**src/rtl/t2cl_pkg.sv**
```systemverilog
// constants, field positions and state record of the timer two control block
// assumes the surrounding core decodes special-function space by address+page
package t2cl_pkg;

  // register addresses in special-function space, page 0
  localparam logic [7:0] T2CL_ADDR_CTRL = 8'hc8;
  localparam logic [7:0] T2CL_ADDR_RLDL = 8'hca;
  localparam logic [7:0] T2CL_ADDR_RLDH = 8'hcb;
  localparam logic [7:0] T2CL_ADDR_CNTL = 8'hcc;
  localparam logic [7:0] T2CL_ADDR_CNTH = 8'hcd;
  localparam logic [7:0] T2CL_PAGE      = 8'h00;

  // bit addresses of the control register share its upper five bits
  localparam int T2CL_BITSEL_LSB = 3;

  // control register fields
  localparam int T2CL_HOF  = 7;
  localparam int T2CL_LOF  = 6;
  localparam int T2CL_LIEN = 5;
  localparam int T2CL_CAPE = 4;
  localparam int T2CL_SPLT = 3;
  localparam int T2CL_RUN  = 2;
  localparam int T2CL_CSS  = 1;
  localparam int T2CL_XCLK = 0;

  localparam logic [7:0] T2CL_BYTE_RST  = 8'h00;
  localparam logic [7:0] T2CL_BYTE_MAX  = 8'hff;
  localparam logic [7:0] T2CL_BYTE_ONE  = 8'h01;

  // prescalers: core clock / 12 and external clock / 8
  localparam logic [3:0] T2CL_DIV12_LAST = 4'hb;
  localparam logic [3:0] T2CL_DIV12_ONE  = 4'h1;
  localparam logic [2:0] T2CL_DIV8_LAST  = 3'h7;
  localparam logic [2:0] T2CL_DIV8_ONE   = 3'h1;

  typedef struct packed {
    logic [7:0] ctrl;
    logic [7:0] rld_lo;
    logic [7:0] rld_hi;
    logic [7:0] cnt_lo;
    logic [7:0] cnt_hi;
    logic [3:0] div12;
    logic       ext_prev;
    logic [2:0] ext_cnt;
    logic       osc_prev;
    logic       irq;
    logic       sel;
    logic [7:0] rdata;
  } t2cl_state_t;

  localparam t2cl_state_t T2CL_STATE_RST = '0;

endpackage : t2cl_pkg

```
**src/rtl/t2cl_timer2_control.sv**
```systemverilog
// timer two: control register, counter and reload bytes, prescalers
// assumes a single-cycle special-function bus from the core, inputs
// already synchronous to clk, and usb_sof a one-cycle pulse; the
// interrupt enable and the per-byte fast clock selects live in other
// registers of the core and arrive here as plain levels
//
// Function
// - high flag sets when upper byte wraps; 16-bit mode on full wrap.
// - with timer interrupts enabled, a set high flag requests interrupt.
// - low flag sets on every lower byte wrap, in every mode.
// - hardware never clears the overflow flags; software must.
// - low enable plus timer enable: lower byte overflow requests interrupt.
// - capture enable: the event picked by capture source select copies counter into reload.
// - split mode: two 8-bit counters, each reloads its own byte; each wraps to zero instead when capture is enabled.
// - run bit gates counting; in split only the upper byte.
// - capture source select: 0 picks usb frame start, 1 oscillator fall.
// - external select: 0 core clock / 12, 1 external clock / 8.
// - each byte has its own fast clock select input.
// - control register at 0xc8 page 0, each bit individually writable.
// - 16-bit mode full wrap loads both reload bytes into counter; it loads zero when capture is enabled.
// - split mode: each byte reloads from its reload byte on wrap, or clears to zero with capture enabled.
// - interrupt requests only pass while timer_irq_enable_bit is set.
// - fast select 1 uses core clock; 0 uses external-select source.
`timescale 1ns/1ps
`default_nettype none

module t2cl_timer2_control
  import t2cl_pkg::*;
(
  // clock and reset
  input  wire logic       clk,
  input  wire logic       resetn,
  // special-function bus
  input  wire logic [7:0] sfr_addr,
  input  wire logic [7:0] sfr_page,
  input  wire logic       sfr_wr,
  input  wire logic       sfr_rd,
  input  wire logic [7:0] sfr_wdata,
  input  wire logic       sfr_bit_wr,
  input  wire logic [7:0] sfr_bit_addr,
  input  wire logic       sfr_bit_val,
  // levels from other core registers
  input  wire logic       timer_irq_enable_bit,
  input  wire logic       high_byte_fast_clock_select,
  input  wire logic       low_byte_fast_clock_select,
  // clock and event inputs
  input  wire logic       ext_clk,
  input  wire logic       slow_oscillator,
  input  wire logic       usb_sof,
  // answers to the core
  output logic [7:0]      sfr_rdata,
  output logic            sfr_sel,
  output logic            timer_irq
);

  // byte access decode: address and page must both match
  function automatic logic t2cl_hit(
    input logic [7:0] addr,
    input logic [7:0] page,
    input logic [7:0] target
  );
    t2cl_hit = (addr == target) && (page == T2CL_PAGE);
  endfunction : t2cl_hit

  // bit addresses 0xc8..0xcf map onto control bits 0..7; page 0 only
  function automatic logic t2cl_bit_hit(
    input logic [7:0] bit_addr,
    input logic [7:0] page
  );
    t2cl_bit_hit = (bit_addr[7:T2CL_BITSEL_LSB]
                    == T2CL_ADDR_CTRL[7:T2CL_BITSEL_LSB])
                   && (page == T2CL_PAGE);
  endfunction : t2cl_bit_hit

  // a byte's count enable: the core clock when its fast select is set,
  // otherwise the prescaled tick picked by the external clock select
  function automatic logic t2cl_tick(
    input logic fast,
    input logic prescaled
  );
    t2cl_tick = fast || prescaled;
  endfunction : t2cl_tick

  // value a byte takes on wrap: zero in capture mode, where the reload
  // bytes hold captures, else its reload byte when reloading is due
  function automatic logic [7:0] t2cl_wrap_load(
    input logic       cap_mode,
    input logic       use_reload,
    input logic [7:0] reload
  );
    if (cap_mode || !use_reload) begin
      t2cl_wrap_load = T2CL_BYTE_RST;
    end else begin
      t2cl_wrap_load = reload;
    end
  endfunction : t2cl_wrap_load

  // next value of one counter byte: hold, step by one, or load on wrap
  function automatic logic [7:0] t2cl_step(
    input logic       inc,
    input logic       wrap,
    input logic [7:0] cur,
    input logic [7:0] load
  );
    t2cl_step = cur;
    if (inc) begin
      t2cl_step = wrap ? load : cur + T2CL_BYTE_ONE;
    end
  endfunction : t2cl_step

  // read mux over the mapped registers; unmapped addresses read zero
  function automatic logic [7:0] t2cl_read(
    input logic [7:0]  addr,
    input t2cl_state_t s
  );
    case (addr)
      T2CL_ADDR_CTRL: t2cl_read = s.ctrl;
      T2CL_ADDR_RLDL: t2cl_read = s.rld_lo;
      T2CL_ADDR_RLDH: t2cl_read = s.rld_hi;
      T2CL_ADDR_CNTL: t2cl_read = s.cnt_lo;
      T2CL_ADDR_CNTH: t2cl_read = s.cnt_hi;
      default:        t2cl_read = T2CL_BYTE_RST;
    endcase
  endfunction : t2cl_read

  // all state lives in one record, registered in one place
  t2cl_state_t st_reg;
  t2cl_state_t st_next;

  // address decode
  logic       hit_ctrl;
  logic       hit_rldl;
  logic       hit_rldh;
  logic       hit_cntl;
  logic       hit_cnth;
  logic       hit_map;
  logic       hit_bit;

  // control fields
  logic       split;
  logic       run;
  logic       capm;
  logic       ext_sel;
  logic       cap_sel;

  // clocking
  logic       div12_tick;
  logic       ext_edge;
  logic       ext8_tick;
  logic       slow_tick;
  logic       lo_tick;
  logic       hi_tick;

  // counting, capture and interrupt sources
  logic       lo_max;
  logic       hi_max;
  logic       lo_inc;
  logic       hi_inc;
  logic       lo_wrap;
  logic       hi_wrap;
  logic       osc_fall;
  logic       cap_src;
  logic       cap_evt;
  logic       hi_src;
  logic       lo_src;
  logic [7:0] lo_load;
  logic [7:0] hi_load;
  logic [7:0] rd_val;

  always_comb begin
    st_next = st_reg;

    // one decode per mapped register, shared by writes, reads and select
    hit_ctrl = t2cl_hit(sfr_addr, sfr_page, T2CL_ADDR_CTRL);
    hit_rldl = t2cl_hit(sfr_addr, sfr_page, T2CL_ADDR_RLDL);
    hit_rldh = t2cl_hit(sfr_addr, sfr_page, T2CL_ADDR_RLDH);
    hit_cntl = t2cl_hit(sfr_addr, sfr_page, T2CL_ADDR_CNTL);
    hit_cnth = t2cl_hit(sfr_addr, sfr_page, T2CL_ADDR_CNTH);
    hit_map  = hit_ctrl || hit_rldl || hit_rldh || hit_cntl || hit_cnth;
    // the bit path needs page 0 as well, like byte access
    hit_bit  = t2cl_bit_hit(sfr_bit_addr, sfr_page);

    // control fields as held before this cycle's writes
    split   = st_reg.ctrl[T2CL_SPLT];
    run     = st_reg.ctrl[T2CL_RUN];
    capm    = st_reg.ctrl[T2CL_CAPE];
    ext_sel = st_reg.ctrl[T2CL_XCLK];
    cap_sel = st_reg.ctrl[T2CL_CSS];

    // prescalers run free so the tick phase is independent of run control
    div12_tick = (st_reg.div12 == T2CL_DIV12_LAST);
    st_next.div12 = div12_tick ? 4'h0 : st_reg.div12 + T2CL_DIV12_ONE;
    // the external clock is taken as synchronous; its rises are counted
    ext_edge = ext_clk && !st_reg.ext_prev;
    st_next.ext_prev = ext_clk;
    ext8_tick = ext_edge && (st_reg.ext_cnt == T2CL_DIV8_LAST);
    if (ext_edge) begin
      st_next.ext_cnt = st_reg.ext_cnt + T2CL_DIV8_ONE;
    end
    slow_tick = ext_sel ? ext8_tick : div12_tick;
    lo_tick = t2cl_tick(low_byte_fast_clock_select,
                        slow_tick);
    hi_tick = t2cl_tick(high_byte_fast_clock_select,
                        slow_tick);

    // software writes; hardware updates below take precedence where stated
    if (sfr_wr && hit_ctrl) begin
      st_next.ctrl = sfr_wdata;
    end
    // a bit write changes only the addressed control bit
    if (sfr_bit_wr && hit_bit) begin
      st_next.ctrl[sfr_bit_addr[T2CL_BITSEL_LSB-1:0]]
        = sfr_bit_val;
    end
    // reload writes come first so a capture in the same cycle wins
    if (sfr_wr && hit_rldl) begin
      st_next.rld_lo = sfr_wdata;
    end
    if (sfr_wr && hit_rldh) begin
      st_next.rld_hi = sfr_wdata;
    end

    // counting
    lo_max = (st_reg.cnt_lo == T2CL_BYTE_MAX);
    hi_max = (st_reg.cnt_hi == T2CL_BYTE_MAX);
    // split mode leaves the low byte free running
    lo_inc = split ? lo_tick : (run && lo_tick);
    // in 16-bit mode the high byte steps on the low byte's wrap
    hi_inc = split ? (run && hi_tick)
                   : (lo_inc && lo_max);
    lo_wrap = lo_inc && lo_max;
    hi_wrap = hi_inc && hi_max;
    // the low byte reloads alone when split, else only on the full wrap
    lo_load = t2cl_wrap_load(capm, split || hi_max,
                             st_reg.rld_lo);
    hi_load = t2cl_wrap_load(capm, 1'b1,
                             st_reg.rld_hi);
    st_next.cnt_lo = t2cl_step(lo_inc, lo_wrap, st_reg.cnt_lo, lo_load);
    st_next.cnt_hi = t2cl_step(hi_inc, hi_wrap, st_reg.cnt_hi, hi_load);
    // counter byte writes win over a same-cycle increment
    if (sfr_wr && hit_cntl) begin
      st_next.cnt_lo = sfr_wdata;
    end
    if (sfr_wr && hit_cnth) begin
      st_next.cnt_hi = sfr_wdata;
    end

    // capture: an oscillator fall is a low level after a high one
    osc_fall = st_reg.osc_prev && !slow_oscillator;
    st_next.osc_prev = slow_oscillator;
    cap_src = cap_sel ? osc_fall : usb_sof;
    cap_evt = capm && cap_src;
    if (cap_evt) begin
      st_next.rld_lo = st_reg.cnt_lo;
      st_next.rld_hi = st_reg.cnt_hi;
    end

    // flags: only ever set here, so a same-cycle clear loses
    if (hi_wrap) begin
      st_next.ctrl[T2CL_HOF] = 1'b1;
    end
    if (lo_wrap) begin
      st_next.ctrl[T2CL_LOF] = 1'b1;
    end

    // request follows flags as a level; capture adds a one-cycle pulse;
    // sources use flags after this cycle's update, so a flag request drops
    // only when software clears the flag or an enable; the capture pulse ends by itself
    hi_src = st_next.ctrl[T2CL_HOF];
    lo_src = st_next.ctrl[T2CL_LIEN]
             && st_next.ctrl[T2CL_LOF];
    st_next.irq = timer_irq_enable_bit
                  && (hi_src || lo_src || cap_evt);

    // read answer one cycle later, sampled before this cycle's update
    rd_val = T2CL_BYTE_RST;
    if (sfr_rd && hit_map) begin
      rd_val = t2cl_read(sfr_addr, st_reg);
    end
    st_next.sel   = sfr_rd && hit_map;
    st_next.rdata = rd_val;
  end

  // synchronous reset clears every field, flags and counters included
  always_ff @(posedge clk) begin
    if (!resetn) begin
      st_reg <= T2CL_STATE_RST;
    end else begin
      st_reg <= st_next;
    end
  end

  // every output is a field of the registered record
  assign sfr_rdata = st_reg.rdata;
  assign sfr_sel   = st_reg.sel;
  assign timer_irq = st_reg.irq;

endmodule : t2cl_timer2_control

`default_nettype wire

```
**config.mk**
```make
export PLATFORM = sky130hd
export DESIGN_NAME = t2cl_timer2_control
export DESIGN_NICKNAME = d
export VERILOG_FILES = /design/src/rtl/t2cl_pkg.sv /design/src/rtl/t2cl_timer2_control.sv
export SDC_FILE = /design/constraint.sdc
export NUM_CORES = 1
export LEC_CHECK = 0
export BUFFER_PORTS_ARGS = -buffer_cell sky130_fd_sc_hd__buf_2
export CORE_UTILIZATION = 61
export CTS_CLUSTER_DIAMETER = 80
export DETAILED_ROUTE_END_ITERATION = 6
export GPL_TIMING_DRIVEN = 1
export PLACE_DENSITY = 0.89
export SLEW_MARGIN = 5
export SYNTH_ARGS = -nofsm -noshare
export SYNTH_HDL_FRONTEND = slang
export SYNTH_SLANG_ARGS = --single-unit
export TNS_END_PERCENT = 50
```
**constraint.sdc**
```tcl
create_clock -name clk -period 4 [get_ports clk]
set_input_delay 0.2 -clock clk [delete_from_list [all_inputs] [get_ports clk]]
set_output_delay 0.2 -clock clk [all_outputs]
set_load 0.01 [all_outputs]
```
==> flow_summary.yaml <==
outcome:
  status: "completed"
sta:
  setup_viol_count_final: 0
  rsz0062_at_grt: "no"
  period_share: 0.721
  slew_violations: 0
  period_needed_ns: 2.88
  fin_tns_setup_ns: 0
  relSlewSlack: 0.203
  skew_ns: 0.00746
  worstMarginPinSlew_ns: 1.19
  max_freq_ghz: 0.347
  hold_violations: 0
clocking:
  postCtsHoldBufs: 0
  clock-root-buffer: "clkbuf_8"
  clock_latency_ns: 0.35
  cts_tree: "yes"
  clock_sinks: 59
  path_clk_slew_ns: 0.07
  clock_path_buffers: 2
  cts_setup_buffers: 0
  cts_inserted_buffers: 9
  ctsResizeCount: 0
  htreeDepth: 3
grt:
  antenna_found_initial: 0
  grt_pass1_vias: 3389
  gr-total-overflow: 0
  grt_max_degree: 34
  gr-usage-all-layers: 0.351
  grt_pass1_wl_microns: 16200
synthesis:
  ys_ff_latch: 59
  synth-main-ff-cell: "dfxtp_1"
  syn_area_per_cell_sq_um: 8.42
  ys_types: 55
  synthArstFlopShare: 0
  ys_seq_area_frac: 0.337
  synth_fp_nets: 465
  synth_edf_count: 0
  synth_warnings: 0
  synth_cells: 416
  syn_area_sq_mm: 0.00350
route:
  vias: 3560
  drt_first_pass_iters: 5
  viasPerCell: 6.74
  met3_wirelength_microns: 942
  routed_wl_microns: 10100
  wl_per_cell_microns: 19.1
  drt-initial-drc-count: 393
  met2WireLength_microns: 4710
  top_layer_used: "met4"
  wl_met1_microns: 4030
  ant_nets: 0
  drc: 0
setup_path:
  startpoint_type: "flop"
  cp-end-kind: "flop"
  crit_required_ns: 4.20
  critPathKind: "reg2reg"
  crit_path_max_fanout: 17
  cp.arrival_ns: 3.08
floorplan:
  dieWidth_microns: 77.8
  rows: 27
  dieArea_sq_mm: 0.00605
  coreArea_sq_mm: 0.00551
  io_pins: 54
  die_h_microns: 77.8
  initial_utilization: 0.636
min_path:
  hold_path_class: "in2reg"
final_layout:
  final_layout_size_suffix_gt1_frac: 0.189
  largest_reg_flops: 44
  regArea_sq_mm: 0.00118
  mostFrequentLayoutCells: "dfxtp_1, buf_2, nand2_1"
  final_util: 0.713
  syn_to_final_growth_pct: 12.2
  final_common_cell: "dfxtp_1"
  fillers: 435
  multi_input_area_sq_mm: 0.00212
  fin_nets: 500
  antenna_cells: 0
power:
  peakVddDrop_uv: 355
  p_leak_nw: 1.59
  p_per_area_mw_per_mm2: 343
place:
  dp_hpwl_microns: 7150
  io_buffers: 53
  gp_congestion: 0.986
run:
  drv_cap: 0
[through the flow]
stage	cells	total power [mW]	cell area, sq um	hold slack, ns	worst slack (ns)
4_1_cts	528	1.35	3930	0.0591	1.22
6_report	528	1.35	3930	0.0648	1.12
3_5_place_dp	512	0.687	3690	0.426	1.24
5_1_grt	528	1.38	3930	0.0587	0.949
2_1_floorplan	416	0.645	3500	0.316	2.05
3_3_place_gp	512	0.684	3690	0.414	1.41
[layout make-up]
cell class | count | share of cell area
flip-flops and latches | 59 | 0.301
well taps | 72 | 0.0229
clock inverters | 5 | 0.0255
multi-input cells | 320 | 0.540
inverters | 8 | 0.00765
repair buffers | 53 | 0.0675
clock buffers | 11 | 0.0360
[final timing paths]
path	startpoint	to	slack [ns]	cells after the start
worst max-delay path	st_reg[28]$_SDFFE_PN0P_	st_reg[20]$_SDFFE_PN0P_	1.12	7
worst min register to register	st_reg[15]$_SDFF_PP0_	st_reg[15]$_SDFF_PP0_	0.44	1
worst min-delay path	slow_oscillator	st_reg[10]$_SDFF_PN0_	0.06	2
worst max register to register	st_reg[28]$_SDFFE_PN0P_	st_reg[20]$_SDFFE_PN0P_	1.12	7
[critical path, stage by stage, from the launching register on]
cell      delay (ns)
dfxtp_1         0.42
ha_1            0.33
and3_1          0.26
nand2_2         0.12
a211oi_2        1.00
o311ai_0        0.34
o211ai_1        0.16
a21oi_1         0.09
[logic make-up (layout without fill, tap and decap cells)]
family	Yosys count	in the layout	share of synthesized area
compound gates	109	109	0.221
fa+ha+maj	5	5	0.0179
mux	31	31	0.0886
xor+xnor	4	4	0.0100
simple gates	171	171	0.268
flops	59	59	0.337
buf+inv	37	77	0.0572
[power breakdown]
group	internal [mW]	switching, mW
Clock	0.429	0.243
Sequential	0.593	0.00350
Combinational	0.0314	0.0473
Total	1.05	0.294
[cells in the mapped netlist (9+ instances only)]
cell | number | area share
o211a_1 | 10 | 0.029
and3_1 | 11 | 0.020
nor2_1 | 37 | 0.040
a221oi_1 | 9 | 0.023
buf_4 | 9 | 0.019
a21oi_1 | 30 | 0.043
nand2_1 | 43 | 0.046
mux2i_1 | 31 | 0.089
clkbuf_1 | 13 | 0.014
dfxtp_1 | 59 | 0.34
a211oi_1 | 14 | 0.030
nand3_1 | 26 | 0.037
o21ai_0 | 12 | 0.017
[metal layers]
layer	track usage	vias to the layer above
met5	0	-
met4	0.213	0
met3	0.0918	37
met2	0.559	218
met1	0.421	1675
li1	-	1630
(Power assumes the default switching activity.)
